$ cat src/pcictl_defs.svh
// constants for the bus control signalling block: commands, timing
// assumes nothing; definitions only
`ifndef PCICTL_DEFS_SVH
`define PCICTL_DEFS_SVH
// bus command codes on the command/byte-enable lanes
`define PCICTL_CMD_MEM_READ   4'h6
`define PCICTL_CMD_MEM_WRITE  4'h7
// target decode window: upper address bits that select the device
`define PCICTL_BAR_BASE       16'hF000
`define PCICTL_BAR_HI         31
`define PCICTL_BAR_LO         16
// clock figures; period of the bus clock in ns
`define PCICTL_CLK_NS         100
// stop after this many data phases in one burst (disconnect)
`define PCICTL_BURST_MAX      4'h8
`endif

$ cat src/pcictl_pkg.sv
// types for the bus control signalling block
// assumes pcictl_defs.svh is on the include path
package pcictl_pkg;
    // target state, gray along idle-data-turnaround
    typedef enum logic [1:0] {
        PCT_IDLE = 2'b00,
        PCT_DATA = 2'b01,
        PCT_TURN = 2'b11
    } pct_tstate_t;
    // initiator state, gray along idle-address-data-turnaround
    typedef enum logic [1:0] {
        PCI_IDLE = 2'b00,
        PCI_ADDR = 2'b01,
        PCI_DATA = 2'b11,
        PCI_TURN = 2'b10
    } pct_istate_t;
endpackage : pcictl_pkg

$ cat src/pcictl_if.sv
// bus wires shared by the host end and the device end
// assumes the testbench resolves each wire from the enables
`timescale 1ns/1ns
`default_nettype none
interface pcictl_if;
    // shared lanes: each party drives out/oe (cbe: host only), reads resolved value
    logic [31:0] ad_i;
    logic [31:0] ad_m_o;
    logic        ad_m_oe;
    logic [31:0] ad_t_o;
    logic        ad_t_oe;
    logic [3:0]  cbe_i;
    logic [3:0]  cbe_o;
    logic        cbe_oe;
    logic        par_i;
    logic        par_m_o;
    logic        par_m_oe;
    logic        par_t_o;
    logic        par_t_oe;
    // control lines, active low when resolved
    logic        frame_n_i;
    logic        frame_n_o;
    logic        frame_n_oe;
    logic        irdy_n_i;
    logic        irdy_n_o;
    logic        irdy_n_oe;
    logic        trdy_n_i;
    logic        trdy_n_o;
    logic        trdy_n_oe;
    logic        devsel_n_i;
    logic        devsel_n_o;
    logic        devsel_n_oe;
    logic        stop_n_i;
    logic        stop_n_o;
    logic        stop_n_oe;
    logic        perr_n_i;
    logic        perr_n_m_o;
    logic        perr_n_m_oe;
    logic        perr_n_t_o;
    logic        perr_n_t_oe;
    // open-drain outputs of the device
    logic        serr_n_oe;
    logic        inta_n_oe;
    modport host (
        input  ad_i, cbe_i, par_i, frame_n_i, irdy_n_i, trdy_n_i,
        input  devsel_n_i, stop_n_i, perr_n_i, serr_n_oe, inta_n_oe,
        output ad_m_o, ad_m_oe, cbe_o, cbe_oe, par_m_o, par_m_oe,
        output frame_n_o, frame_n_oe, irdy_n_o, irdy_n_oe,
        output perr_n_m_o, perr_n_m_oe
    );
    modport device (
        input  ad_i, cbe_i, par_i, frame_n_i, irdy_n_i, trdy_n_i,
        input  devsel_n_i, stop_n_i, perr_n_i,
        output ad_t_o, ad_t_oe, par_t_o, par_t_oe,
        output trdy_n_o, trdy_n_oe, devsel_n_o, devsel_n_oe,
        output stop_n_o, stop_n_oe, perr_n_t_o, perr_n_t_oe,
        output serr_n_oe, inta_n_oe
    );
endinterface : pcictl_if
`default_nettype wire

$ cat src/pcictl_device.sv
// device end: bus target with parity checking and open-drain outputs
// assumes the host end keeps the initiator side of the protocol
//
// How it works
// - master holds frame while more phases follow
// - phase completes when both readies sampled low
// - either ready high inserts a wait cycle
// - read: initiator ready only when accepting
// - write: initiator ready only with valid data
// - read: target ready only driving valid data
// - write: target ready only when accepting
// - target stop makes master end access
// - data parity mismatch raises parity error
// - address parity error pulls system error low
// - interrupt line pulled low while request pending
// - control lines driven only by owner
// - address phase is first frame-low cycle
// - even parity, valid one clock later
`timescale 1ns/1ns
`default_nettype none
`include "pcictl_defs.svh"
module pcictl_device (
    // clock and reset
    input  wire logic         CLK,
    input  wire logic         RST_B,
    input  wire logic         CE,
    // bus side
    pcictl_if.device          BUS,
    // internal capture side
    input  wire logic [31:0]  RD_DATA,
    input  wire logic         RD_VALID,
    input  wire logic         WR_ACCEPT,
    input  wire logic         IRQ_PEND,
    output logic       [31:0] WR_DATA,
    output logic       [3:0]  WR_BE,
    output logic              WR_STB,
    output logic              RD_STB,
    output logic              PAR_ERR
);
    import pcictl_pkg::*;

    // ****************************************
    // decode and parity
    // ****************************************
    logic        frame_q_reg;
    logic        chk_addr_reg;
    logic        chk_data_reg;
    logic        par_calc_reg;
    logic        is_write_reg;
    logic        data_phase_reg;
    logic [3:0]  burst_reg;
    logic        trdy_reg;
    logic        stop_reg;
    logic        devsel_reg;
    logic        ad_oe_reg;
    logic [31:0] ad_reg;
    logic        par_oe_reg;
    logic        par_reg;
    logic        perr_reg;
    logic        perr_oe_reg;
    logic        serr_reg;
    logic        inta_reg;
    pct_tstate_t st_reg;
    pct_tstate_t st_next;

    // address phase is first cycle frame seen low
    wire addr_phase = !BUS.frame_n_i && frame_q_reg;
    wire hit = BUS.ad_i[`PCICTL_BAR_HI:`PCICTL_BAR_LO] == `PCICTL_BAR_BASE;
    wire cmd_rd = BUS.cbe_i == `PCICTL_CMD_MEM_READ;
    wire cmd_wr = BUS.cbe_i == `PCICTL_CMD_MEM_WRITE;
    wire claim  = addr_phase && hit && (cmd_rd || cmd_wr);
    wire xfer   = !BUS.irdy_n_i && trdy_reg;
    wire last   = BUS.frame_n_i;
    wire par_in = ^{BUS.ad_i, BUS.cbe_i};
    wire par_bad = par_calc_reg != BUS.par_i;
    // read data ready only when the source offers it
    wire rd_go  = !is_write_reg && RD_VALID;
    wire wr_go  = is_write_reg && WR_ACCEPT;
    // count the phase finishing now, so ready drops right after the last
    wire [3:0] burst_cnt = burst_reg + {3'h0, xfer};
    wire stop_want = burst_cnt >= `PCICTL_BURST_MAX;

    // next target state
    always_comb begin
        case (st_reg)
            PCT_IDLE: st_next = claim ? PCT_DATA : PCT_IDLE;
            PCT_DATA: st_next = (xfer || stop_reg) && last ? PCT_TURN
                                                            : PCT_DATA;
            PCT_TURN: st_next = PCT_IDLE;
            default:  st_next = PCT_IDLE;
        endcase
    end

    // ****************************************
    // state and handshake flops
    // ****************************************
    // parity is delayed one clock, so remember what the bus carried
    always_ff @(posedge CLK or negedge RST_B) begin
        if (!RST_B) begin
            frame_q_reg  <= 1'b1;
            chk_addr_reg <= 1'b0;
            chk_data_reg <= 1'b0;
            par_calc_reg <= 1'b0;
        end else if (CE) begin
            frame_q_reg  <= BUS.frame_n_i;
            chk_addr_reg <= addr_phase;
            chk_data_reg <= is_write_reg && xfer;
            par_calc_reg <= par_in;
        end
    end

    // target handshake; sustained lines are driven high one turn cycle
    always_ff @(posedge CLK or negedge RST_B) begin
        if (!RST_B) begin
            st_reg     <= PCT_IDLE;
            is_write_reg <= 1'b0;
            burst_reg  <= 4'h0;
            trdy_reg   <= 1'b0;
            stop_reg   <= 1'b0;
            devsel_reg <= 1'b0;
            data_phase_reg <= 1'b0;
        end else if (CE) begin
            st_reg <= st_next;
            if (claim) begin
                is_write_reg <= cmd_wr;
                burst_reg    <= 4'h0;
            end else if (xfer) begin
                burst_reg <= burst_reg + 4'h1;
            end
            devsel_reg <= st_next == PCT_DATA;
            data_phase_reg <= st_next != PCT_IDLE;
            // hold ready low while waiting; drop it after the last completion
            trdy_reg <= (st_next == PCT_DATA) && !stop_want && !claim
                        && !(xfer && last) && (rd_go || wr_go);
            // old burst count is stale on a new claim, so mask it
            stop_reg <= (st_next == PCT_DATA) && stop_want
                        && !claim;
        end
    end

    // read data, parity drive and error outputs
    always_ff @(posedge CLK or negedge RST_B) begin
        if (!RST_B) begin
            ad_reg      <= 32'h0;
            ad_oe_reg   <= 1'b0;
            par_reg     <= 1'b0;
            par_oe_reg  <= 1'b0;
            perr_reg    <= 1'b0;
            perr_oe_reg <= 1'b0;
            serr_reg    <= 1'b0;
            inta_reg    <= 1'b0;
            WR_DATA     <= 32'h0;
            WR_BE       <= 4'h0;
            WR_STB      <= 1'b0;
            RD_STB      <= 1'b0;
            PAR_ERR     <= 1'b0;
        end else if (CE) begin
            ad_reg     <= RD_DATA;
            ad_oe_reg  <= (st_next == PCT_DATA) && !is_write_reg
                          && !claim;
            // target drives parity one clock after its read data
            par_reg    <= ^{ad_reg, BUS.cbe_i};
            par_oe_reg <= ad_oe_reg;
            perr_reg   <= chk_data_reg && par_bad;
            perr_oe_reg <= chk_data_reg || perr_reg;
            serr_reg   <= chk_addr_reg && par_bad;
            inta_reg   <= IRQ_PEND;
            WR_STB     <= is_write_reg && xfer;
            RD_STB     <= !is_write_reg && xfer && st_reg == PCT_DATA;
            WR_DATA    <= BUS.ad_i;
            WR_BE      <= ~BUS.cbe_i;
            PAR_ERR    <= (chk_data_reg || chk_addr_reg) && par_bad;
        end
    end

    // ****************************************
    // pin drive
    // ****************************************
    // open-drain: output low only, enable carries the pull
    assign BUS.serr_n_oe   = serr_reg;
    assign BUS.inta_n_oe   = inta_reg;
    assign BUS.trdy_n_o    = !trdy_reg;
    assign BUS.trdy_n_oe   = data_phase_reg;
    assign BUS.devsel_n_o  = !devsel_reg;
    assign BUS.devsel_n_oe = data_phase_reg;
    assign BUS.stop_n_o    = !stop_reg;
    assign BUS.stop_n_oe   = data_phase_reg;
    assign BUS.ad_t_o      = ad_reg;
    assign BUS.ad_t_oe     = ad_oe_reg;
    assign BUS.par_t_o     = par_reg;
    assign BUS.par_t_oe    = par_oe_reg;
    assign BUS.perr_n_t_o  = !perr_reg;
    assign BUS.perr_n_t_oe = perr_oe_reg;
endmodule // pcictl_device
`default_nettype wire

$ cat src/flat_wrapper.sv
// flat-port wrapper written by rule: the top's interface ports become plain ports
module pcictl_device_flat import pcictl_pkg::*;
  (CLK, RST_B, CE, RD_DATA, RD_VALID, WR_ACCEPT, IRQ_PEND, WR_DATA, WR_BE, WR_STB, RD_STB, PAR_ERR, BUS_ad_i, BUS_cbe_i, BUS_par_i, BUS_frame_n_i, BUS_irdy_n_i, BUS_trdy_n_i, BUS_devsel_n_i, BUS_stop_n_i, BUS_perr_n_i, BUS_ad_t_o, BUS_ad_t_oe, BUS_par_t_o, BUS_par_t_oe, BUS_trdy_n_o, BUS_trdy_n_oe, BUS_devsel_n_o, BUS_devsel_n_oe, BUS_stop_n_o, BUS_stop_n_oe, BUS_perr_n_t_o, BUS_perr_n_t_oe, BUS_serr_n_oe, BUS_inta_n_oe);
  pcictl_if BUS_i ();
  input  wire logic CLK;
  input  wire logic RST_B;
  input  wire logic CE;
  input  wire logic [31:0] RD_DATA;
  input  wire logic RD_VALID;
  input  wire logic WR_ACCEPT;
  input  wire logic IRQ_PEND;
  output logic       [31:0] WR_DATA;
  output logic       [3:0] WR_BE;
  output logic WR_STB;
  output logic RD_STB;
  output logic PAR_ERR;
  input wire logic [$bits(BUS_i.ad_i)-1:0] BUS_ad_i;
  input wire logic [$bits(BUS_i.cbe_i)-1:0] BUS_cbe_i;
  input wire logic [$bits(BUS_i.par_i)-1:0] BUS_par_i;
  input wire logic [$bits(BUS_i.frame_n_i)-1:0] BUS_frame_n_i;
  input wire logic [$bits(BUS_i.irdy_n_i)-1:0] BUS_irdy_n_i;
  input wire logic [$bits(BUS_i.trdy_n_i)-1:0] BUS_trdy_n_i;
  input wire logic [$bits(BUS_i.devsel_n_i)-1:0] BUS_devsel_n_i;
  input wire logic [$bits(BUS_i.stop_n_i)-1:0] BUS_stop_n_i;
  input wire logic [$bits(BUS_i.perr_n_i)-1:0] BUS_perr_n_i;
  output wire logic [$bits(BUS_i.ad_t_o)-1:0] BUS_ad_t_o;
  output wire logic [$bits(BUS_i.ad_t_oe)-1:0] BUS_ad_t_oe;
  output wire logic [$bits(BUS_i.par_t_o)-1:0] BUS_par_t_o;
  output wire logic [$bits(BUS_i.par_t_oe)-1:0] BUS_par_t_oe;
  output wire logic [$bits(BUS_i.trdy_n_o)-1:0] BUS_trdy_n_o;
  output wire logic [$bits(BUS_i.trdy_n_oe)-1:0] BUS_trdy_n_oe;
  output wire logic [$bits(BUS_i.devsel_n_o)-1:0] BUS_devsel_n_o;
  output wire logic [$bits(BUS_i.devsel_n_oe)-1:0] BUS_devsel_n_oe;
  output wire logic [$bits(BUS_i.stop_n_o)-1:0] BUS_stop_n_o;
  output wire logic [$bits(BUS_i.stop_n_oe)-1:0] BUS_stop_n_oe;
  output wire logic [$bits(BUS_i.perr_n_t_o)-1:0] BUS_perr_n_t_o;
  output wire logic [$bits(BUS_i.perr_n_t_oe)-1:0] BUS_perr_n_t_oe;
  output wire logic [$bits(BUS_i.serr_n_oe)-1:0] BUS_serr_n_oe;
  output wire logic [$bits(BUS_i.inta_n_oe)-1:0] BUS_inta_n_oe;
  assign BUS_i.ad_i = BUS_ad_i;
  assign BUS_i.cbe_i = BUS_cbe_i;
  assign BUS_i.par_i = BUS_par_i;
  assign BUS_i.frame_n_i = BUS_frame_n_i;
  assign BUS_i.irdy_n_i = BUS_irdy_n_i;
  assign BUS_i.trdy_n_i = BUS_trdy_n_i;
  assign BUS_i.devsel_n_i = BUS_devsel_n_i;
  assign BUS_i.stop_n_i = BUS_stop_n_i;
  assign BUS_i.perr_n_i = BUS_perr_n_i;
  assign BUS_ad_t_o = BUS_i.ad_t_o;
  assign BUS_ad_t_oe = BUS_i.ad_t_oe;
  assign BUS_par_t_o = BUS_i.par_t_o;
  assign BUS_par_t_oe = BUS_i.par_t_oe;
  assign BUS_trdy_n_o = BUS_i.trdy_n_o;
  assign BUS_trdy_n_oe = BUS_i.trdy_n_oe;
  assign BUS_devsel_n_o = BUS_i.devsel_n_o;
  assign BUS_devsel_n_oe = BUS_i.devsel_n_oe;
  assign BUS_stop_n_o = BUS_i.stop_n_o;
  assign BUS_stop_n_oe = BUS_i.stop_n_oe;
  assign BUS_perr_n_t_o = BUS_i.perr_n_t_o;
  assign BUS_perr_n_t_oe = BUS_i.perr_n_t_oe;
  assign BUS_serr_n_oe = BUS_i.serr_n_oe;
  assign BUS_inta_n_oe = BUS_i.inta_n_oe;
  pcictl_device u_core (.CLK(CLK), .RST_B(RST_B), .CE(CE), .BUS(BUS_i), .RD_DATA(RD_DATA), .RD_VALID(RD_VALID), .WR_ACCEPT(WR_ACCEPT), .IRQ_PEND(IRQ_PEND), .WR_DATA(WR_DATA), .WR_BE(WR_BE), .WR_STB(WR_STB), .RD_STB(RD_STB), .PAR_ERR(PAR_ERR));
endmodule
$ cat config.mk
export PLATFORM = sky130hd
export DESIGN_NAME = pcictl_device_flat
export DESIGN_NICKNAME = d
export VERILOG_FILES = /design/src/pcictl_pkg.sv /design/src/pcictl_if.sv /design/src/pcictl_device.sv /design/src/flat_wrapper.sv
export VERILOG_INCLUDE_DIRS = /design/src /design/src/src
export SDC_FILE = /design/constraint.sdc
export NUM_CORES = 1
export LEC_CHECK = 0
export ABC_AREA = 1
export ABC_CLOCK_PERIOD_IN_PS = 1190
export BUFFER_PORTS_ARGS = -buffer_cell sky130_fd_sc_hd__buf_2
export CAP_MARGIN = 20
export CELL_PAD_IN_SITES_DETAIL_PLACEMENT = 0
export CELL_PAD_IN_SITES_GLOBAL_PLACEMENT = 2
export CORE_ASPECT_RATIO = 0.5
export CORE_MARGIN = 3
export CORE_UTILIZATION = 26
export CTS_BUF_LIST = sky130_fd_sc_hd__clkbuf_4
export DETAILED_ROUTE_END_ITERATION = 7
export GPL_TIMING_DRIVEN = 1
export PLACE_DENSITY_LB_ADDON = 0.25
export SLEW_MARGIN = 20
export SYNTH_ARGS = -nofsm -noshare
export SYNTH_HDL_FRONTEND = slang
export SYNTH_SLANG_ARGS = --single-unit
$ cat constraint.sdc
create_clock -name CLK -period 1.19 [get_ports CLK]
set_input_delay 0.0595 -clock CLK [delete_from_list [all_inputs] [get_ports CLK]]
set_output_delay 0.0595 -clock CLK [all_outputs]
set_load 0.02 [all_outputs]
==> results of run 1 <==
cells in the final DEF (no fill, tap or decap), types with 13 or more instances in the layout:
cell and instances:
buf_4 38, xor2_1 13, nand2_2 26, dlygate4sd3_1 79
buf_6 77, o21ai_0 30, inv_1 32, nand3_1 16
nand2_1 284, buf_2 110, inv_2 27, dfrtp_1 80
logic make-up after synthesis:
kind of cell / after synthesis / synth area share, %
simple gates: 349 / 29.3
flops: 92 / 48.7
buf+inv: 79 / 6.61
compound gates: 44 / 4.99
xor+xnor: 38 / 7.03
fa+ha+maj: 13 / 3.44
what timing repair did:
item                                   4_1_cts  5_1_grt
resized for setup                          108      103
pin swaps                                    5       19
endpoints found under the hold margin      168        0
setup endpoints to repair                   42       66
setup buffers                                7       28
hold buffers                                79        0
cloned                                       0        0
layout make-up:
class / instances / share of cell area, %
Sequential cell: 92 / 28.9
Inverter: 59 / 2.76
Multi-Input combinational cell: 444 / 30.6
Clock inverter: 6 / 1.11
Clock buffer: 10 / 0.935
Tap cell: 234 / 3.65
Timing Repair Buffer: 308 / 32.1
report_power, final:
part / total (mW) / internal, mW / switching [mW]
Sequential: 3.80 / 3.48 / 0.320
Combinational: 3.45 / 1.65 / 1.80
Clock: 2.01 / 0.877 / 1.13
Total: 9.26 / 6.00 / 3.25
stage by stage:
stage                     hold WS, ns  worst slack, ns  utilization, %
final                          0.0577           -0.281            45.6
after global routing           0.0272           -0.410            45.6
after CTS                    0.000954           -0.265            43.2
after detailed placement       0.0809           -0.355            35.5
after global placement         0.0748           -0.332            35.5
after floorplan                -0.236           -0.199               -
per-layer routing:
layer | part of all wire (%) | vias to the layer above | GRT usage [%]
met5 | 0.090 | - | 0
met4 | 0.69 | 2 | 2.63
met3 | 3.0 | 11 | 3.39
met2 | 49 | 63 | 25.6
met1 | 47 | 2200 | 18.5
li1 | - | 2475 | -
worst paths after layout:
kind	to	slack, ns	cells past startpoint
min	u_core.WR_DATA[4]	0.06	4
min in group asynchronous	u_core.BUS.ad_t_o[24]	0.13	3
max reg2reg	u_core.BUS.par_t_o	-0.28	14
max	u_core.BUS.par_t_o	-0.28	14
max in group asynchronous	u_core.frame_q_reg	0.68	3
min reg2reg	u_core.BUS.inta_n_oe	0.49	2
worst min-delay path: stages:
cell and delay, ns:
buf_2 0.13, buf_12 0.19, nand2_1 0.07, nand2_1 0.05
==> flow_summary.ini, run 1 <==
[global_route]
global_route_wire_length_before_repair_um = 23000
grt_overflow_total = 0
grt_use_total_pct = 14.5
grt_max_degree = 74
antenna_found_initial = 1
vias_in_the_first_global_route = 4753

[setup_path]
critPathSlowestCell = dfrtp_2
crit_chain = nand2_2 > inv_2 > nor2_4 > nand2_1 > nand2_2 > inv_2 > nand2_2 > nand3_4 > nand2_2 > nand2_2 > nand2_1 > nand2_1 > nand3_1 > nand2_1
critical_path.endpoint_type = register
cp_num_buf_inv = 2
cpMostUsedCell = nand2_2
worst_r2r_startpoint = u_core.BUS.ad_t_o[5]
timing_worst_setup_path_type = reg2reg
worstPathArrival_ns = 1.83
timing.critical_path.fanout_max = 4
worst_path_dominant_cell_family = simple AND/OR/NAND/NOR gates
worst-endpoint-required_ns = 1.55
critical_path.max_stage_delay_ns = 0.46
critPathLaunch = u_core.BUS.ad_t_o[5]
setup.worst_path.start_class = register

[die]
core-area_um2 = 17600
die_height_um = 101
initial_utilization_pct = 26.9
number_of_rows_created_at_floorplan = 34
design.portCount = 165
die_x_um = 197
die_area_um2 = 20000

[route]
route.detailed.drc = 0
drt_first_iter_violations = 77
wl_um = 14500
routedWlPerCell_um = 12.6
number_of_iterations_in_the_first_detailed_routing_pass = 4
final_antenna_net_count = 0
routed-via-count = 4751
avgViaCountPerCell = 4.12

[sta]
final_max_slew_viol_count = 0
setup_total_negative_slack_ns = -2.50
worst_slew_pin_slew_ns = 0.429
grt_setup_unrepaired = yes
post_route_setup_slack_ns = -0.281
final-setup-viol-count = 38
timing.final.crit_share_pct = 124
max_freq_ghz = 0.680
period_minus_slack_ns = 1.47
clock_skew_ns = 0.0150
maxSlewHeadroom_pct = 71.4
hold_viol_final = 0

[clocking]
clk_pin_slew_worst_paths_ns = 0.15
worstSkewPairLatency_ns = 0.46
cts-htree-levels = 3
cts-root-to-sink-buffers = 2
cts_buffers = 9
tritoncts = done
root_buffer = clkbuf_4
cts_num_sinks = 92

[finish]
post_route_cells_drive_above_1_share_pct = 37.8
fillerInstances = 1791
area_overhead_vs_synth_pct = 69.5
layout.nets = 1008
layout.cells.non_filler = 1153
design_area_um2 = 8030
multi_input_area_um2 = 2460
antenna_diodes = 0
regArea_um2 = 2320

[logic_synthesis]
synth.net_count = 709
synth_warnings = 0
share_of_synthesized_area_occupied_by_flip_flops_and_latches_pct = 48.7
synth.cells.most_frequent = 308 x nand2_1, 91 x dfrtp_1, 47 x inv_1
yosysTopAreaCell = dfrtp_1
ys_seq_elements = 92
synth_async_sr_flop_share_pct = 100
yosysUniqueCellTypes = 31
syn_inst_count = 615
synthFlopType = dfrtp_1
synth.top_cells.by_area = dfrtp_1 48%, nand2_1 24%, inv_1 3.7%
synth.avg_cell_area_um2 = 7.70
netlist_area_um2 = 4730
post-synth-top-count-cell = nand2_1
synth_enable_flop_cells = 0
top_area_cell_type_share_of_the_netlist_area_pct = 48.1

[placed_design]
post-dp-hpwl_um = 10000
port_buffers = 160
gp_congestion = 0.714
cell_area_after_placement_um2 = 6250
place_inst = 1037

[worst_hold_path]
min-delay-start = CE
min_path_type = in2reg

[power_and_ir_drop]
peak_vdd_ir_mv = 0.413
power_density_nw_per_um2 = 1150
power.total_mw = 9.26
leakagePower_nw = 4.23

[job]
max-cap-violations = 0

[run_status]
failed_checks = negative setup slack
status = finished, violations left
Note: power is estimated with default switching activity, not from simulation.
==> run 2, diff against run 1 <==
SETUP_SLACK_MARGIN = 0.02   (was not set)
==> flow_summary.ini, run 2 (synthesis gave the netlist of run 1 again) <==
[run_status]
status = finished, violations left
failed_checks = negative setup slack

[clocking]
cts_buffers = 9
worstSkewPairLatency_ns = 0.45
cts-htree-levels = 3
clk_pin_slew_worst_paths_ns = 0.15
cts-root-to-sink-buffers = 2
tritoncts = done
cts_num_sinks = 92
root_buffer = clkbuf_4

[die]
initial_utilization_pct = 26.9
number_of_rows_created_at_floorplan = 34
die_area_um2 = 20000
core-area_um2 = 17600
die_height_um = 101
die_x_um = 197
design.portCount = 165

[global_route]
grt_use_total_pct = 14.8
grt_overflow_total = 0
vias_in_the_first_global_route = 4828
grt_max_degree = 40
antenna_found_initial = 1
global_route_wire_length_before_repair_um = 23600

[route]
routed-via-count = 4819
route.detailed.drc = 0
routedWlPerCell_um = 12.8
drt_first_iter_violations = 157
final_antenna_net_count = 0
wl_um = 14900
avgViaCountPerCell = 4.14
number_of_iterations_in_the_first_detailed_routing_pass = 4

[finish]
final_cell_mix = 296 x nand2_1, 95 x buf_6, 91 x buf_2
fillerInstances = 1804
layout.cells.most_common = nand2_1
finalCoreUtilization_pct = 46.3
area_overhead_vs_synth_pct = 72.1
layout.nets = 1019
post_route_cells_drive_above_1_share_pct = 37.1

[sta]
worst_slew_pin_slew_ns = 0.617
setup_total_negative_slack_ns = -3.04
clock_skew_ns = 0.0161
timing.final.crit_share_pct = 121
grt_setup_unrepaired = yes
post_route_setup_slack_ns = -0.248
max_freq_ghz = 0.696
final_max_slew_viol_count = 0
period_minus_slack_ns = 1.44
hold_viol_final = 0
maxSlewHeadroom_pct = 58.7
worst_hold_slack_ns = 0.0712
final-setup-viol-count = 52

[worst_hold_path]
min_path_type = in2reg

[setup_path]
setup.worst_path.start_class = register
timing.critical_path.fanout_max = 4
crit_chain = inv_1 > nand2_1 > nand2_1 > nand2_1 > nand2_1 > inv_2 > nand2_1 > nand3_2 > nand2_1 > nand2_1 > nand2_1 > nand2_1 > nand3_1 > nand2_1
critPathSlowestCell = dfrtp_2
worst-endpoint-required_ns = 1.55
worstPathArrival_ns = 1.80
timing_worst_setup_path_type = reg2reg
critical_path.max_stage_delay_ns = 0.46
critical_path.endpoint_type = register
cpMostUsedCell = nand2_1

[placed_design]
post-dp-hpwl_um = 10400
preCtsSetupSlack_ns = -0.405
gp_congestion = 0.776
port_buffers = 160

[power_and_ir_drop]
leakagePower_nw = 4.30
power.total_mw = 9.12
power_density_nw_per_um2 = 1120
peak_vdd_ir_mv = 0.406

[job]
max-cap-violations = 0
==> run 2: routing by layer <==
layer / wire [µm] / up-vias / share of wire [%] / GRT usage (%)
li1: - / 2503 / - / -
met2: 7250 / 74 / 49 / 24.9
met1: 7010 / 2234 / 47 / 19.7
met5: 0 / - / 0 / 0
met3: 525 / 8 / 3.5 / 3.69
met4: 99 / 0 / 0.67 / 2.95
==> run 2: area by class of cell <==
cell class / count / area, µm² / area share [%]
Antenna cell: 1 / 2.50 / 0.0307
Clock buffer: 9 / 67.6 / 0.829
Clock inverter: 7 / 65.1 / 0.799
Inverter: 59 / 221 / 2.72
Multi-Input combinational cell: 444 / 2400 / 29.4
Sequential cell: 92 / 2320 / 28.5
Tap cell: 234 / 293 / 3.59
Timing Repair Buffer: 319 / 2780 / 34.1
==> run 2: worst paths after layout <==
path | slack [ns] | from | cells past startpoint | endpoint
max in group asynchronous | -0.06 | RST_B | 3 | u_core.BUS.ad_t_o[7]
max | -0.25 | u_core.BUS.ad_t_o[4] | 14 | u_core.BUS.par_t_o
min in group asynchronous | 0.16 | RST_B | 3 | u_core.BUS.ad_t_o[8]
max reg2reg | -0.25 | u_core.BUS.ad_t_o[4] | 14 | u_core.BUS.par_t_o
min reg2reg | 0.49 | u_core.WR_DATA[5] | 2 | u_core.WR_DATA[5]
min | 0.07 | CE | 4 | u_core.WR_DATA[2]
==> run 2: timing repair <==
item	4_1_cts	5_1_grt
hold buffers	77	2
hold endpoints to repair	168	11
buffers inserted	8	26
pin swaps	22	14
setup endpoints to repair	49	100
cloned	0	0
gates resized for setup	128	98
==> run 2: stage by stage <==
stage / instances / instance area [µm²]
5_1_grt: 1165 / 8150
3_5_place_dp: 1042 / 6310
2_1_floorplan: 615 / 4850
3_3_place_gp: 1042 / 6310
6_report: 1165 / 8150
4_1_cts: 1143 / 7690
==> run 2: critical path, delay by kind of cell, from the launching register on <==
family / cells / cell delay [ns]
simple gates: 12 / 0.77
flops: 1 / 0.46
buf+inv: 2 / 0.12
==> run 2: where the power goes <==
group / internal, mW / leakage, nW / switching [mW]
Clock: 0.637 / 0.0756 / 1.16
Sequential: 3.48 / 1.12 / 0.324
Combinational: 1.74 / 3.10 / 1.78
Total: 5.86 / 4.30 / 3.26
==> run 3, diff against run 2 <==
RECOVER_POWER = 25   (was not set)
==> flow_summary.ini, run 3 (synthesis gave the netlist of run 1 again) <==
[sta]
timing.final.crit_share_pct = 121
clock_skew_ns = 0.0161
hold_viol_final = 0
worst_hold_slack_ns = 0.0708
final_max_slew_viol_count = 0
worst_slew_pin_slew_ns = 0.779
post_route_setup_slack_ns = -0.246
period_minus_slack_ns = 1.44
grt_setup_unrepaired = yes
max_freq_ghz = 0.696
maxSlewHeadroom_pct = 48.0
setup_total_negative_slack_ns = -2.79
final-setup-viol-count = 42

[power_and_ir_drop]
power_density_nw_per_um2 = 1120
peak_vdd_ir_mv = 0.406
leakagePower_nw = 4.28

[setup_path]
critPathLaunch = u_core.BUS.ad_t_o[4]
ff2ff_path_depth = 14
timing.critical_path.fanout_max = 4
timing_worst_setup_path_type = reg2reg
critical_path.endpoint_type = register
worstPathArrival_ns = 1.80
worst-endpoint-required_ns = 1.55
setup.worst_path.start_class = register
r2r_end = u_core.BUS.par_t_o
setup.reg_to_reg.worst_slack_ns = -0.25
worst_r2r_startpoint = u_core.BUS.ad_t_o[4]

[finish]
final_cell_mix = 296 x nand2_1, 95 x buf_6, 91 x buf_2
design_area_um2 = 8100
area_overhead_vs_synth_pct = 71.1
post_route_cells_drive_above_1_share_pct = 37.1
layout.cells.non_filler = 1165
layout.cells.most_common = nand2_1
layout.nets = 1019

[job]
max-cap-violations = 0

[clocking]
root_buffer = clkbuf_4
cts-root-to-sink-buffers = 2
tritoncts = done
cts_num_sinks = 92
cts-htree-levels = 3
worstSkewPairLatency_ns = 0.45
cts_buffers = 9
clk_pin_slew_worst_paths_ns = 0.15

[placed_design]
post-dp-hpwl_um = 10400
preCtsSetupSlack_ns = -0.405
place_inst = 1042
gp_congestion = 0.776
port_buffers = 160
cell_area_after_placement_um2 = 6310

[worst_hold_path]
timing.hold.worst_path_depth = 4
min-delay-start = CE
min_delay_worst_endpoint = u_core.WR_DATA[2]
min_path_type = in2reg

[global_route]
grt_use_total_pct = 14.8
grt_max_degree = 40
antenna_found_initial = 1
grt_overflow_total = 0
vias_in_the_first_global_route = 4828
global_route_wire_length_before_repair_um = 23600

[route]
wl_um = 14900
drt_first_iter_violations = 158
route.detailed.drc = 0
routed-via-count = 4812
routedWlPerCell_um = 12.8
final_antenna_net_count = 0
avgViaCountPerCell = 4.13
number_of_iterations_in_the_first_detailed_routing_pass = 4

[die]
number_of_rows_created_at_floorplan = 34
die_x_um = 197
die_height_um = 101
core-area_um2 = 17600
initial_utilization_pct = 26.9
die_area_um2 = 20000
design.portCount = 165

[run_status]
status = finished, violations left
failed_checks = negative setup slack
-- run 3: cell types whose count changed in the layout (fill, tap and decap cells not counted), sizes merged --
cell and change:
buf -3, clkbuf +3
-- run 3: cell type report --
type | count | area (µm²)
Tap cell | 234 | 293
Timing Repair Buffer | 319 | 2740
Sequential cell | 92 | 2320
Clock buffer | 9 | 67.6
Multi-Input combinational cell | 444 | 2400
Fill cell | 1809 | 9510
Antenna cell | 1 | 2.50
Clock inverter | 7 | 65.1
Inverter | 59 | 221
-- run 3: worst max path at each step --
stage / to / slack, ns / depth (start not counted)
global placement: u_core.BUS.par_t_o / -0.38 / 13
floorplan: u_core.BUS.par_t_o / -0.20 / 14
global route: u_core.BUS.par_t_o / -0.37 / 14
finish: u_core.BUS.par_t_o / -0.25 / 14
CTS: u_core.BUS.par_t_o / -0.23 / 14
detailed placement: u_core.BUS.par_t_o / -0.41 / 13
-- run 3: worst max-delay path, cell delays in order (launching register included) --
cell,delay [ns]
dfrtp_2,0.46
inv_1,0.09
nand2_1,0.05
nand2_1,0.08
nand2_1,0.06
nand2_1,0.09
inv_2,0.03
nand2_1,0.06
nand3_2,0.07
nand2_1,0.08
nand2_1,0.06
nand2_1,0.06
nand2_1,0.04
nand3_1,0.06
nand2_1,0.06
-- run 3: stage by stage --
step                power, mW  util, %
floorplan                5.45        -
global placement         6.52     35.8
detailed placement       6.54     35.8
CTS                      8.97     43.7
global route             9.80     46.0
finish                   9.10     46.0
-- run 3: where the power goes --
group	total, mW	internal, mW	switching (mW)
clock	1.80	0.637	1.16
sequential	3.81	3.48	0.324
combinational	3.50	1.72	1.78
total	9.10	5.84	3.26
-- run 3: per-layer routing --
metal / global-route usage, % / wire length, µm / vias up / share of wire (%)
li1: - / - / 2502 / -
met1: 19.7 / 7010 / 2230 / 47
met3: 3.69 / 520 / 8 / 3.5
met4: 2.95 / 99 / 0 / 0.67
met2: 24.9 / 7260 / 72 / 49
met5: 0 / 0 / - / 0
-- run 3: repair_timing --
item / in CTS / in global routing
resized for setup: 128 / 98
endpoints found under the hold margin: 168 / 11
buffers inserted: 8 / 26
pin swaps: 22 / 14
setup endpoints to repair: 49 / 100
cloned: 0 / 0
hold buffers: 77 / 2
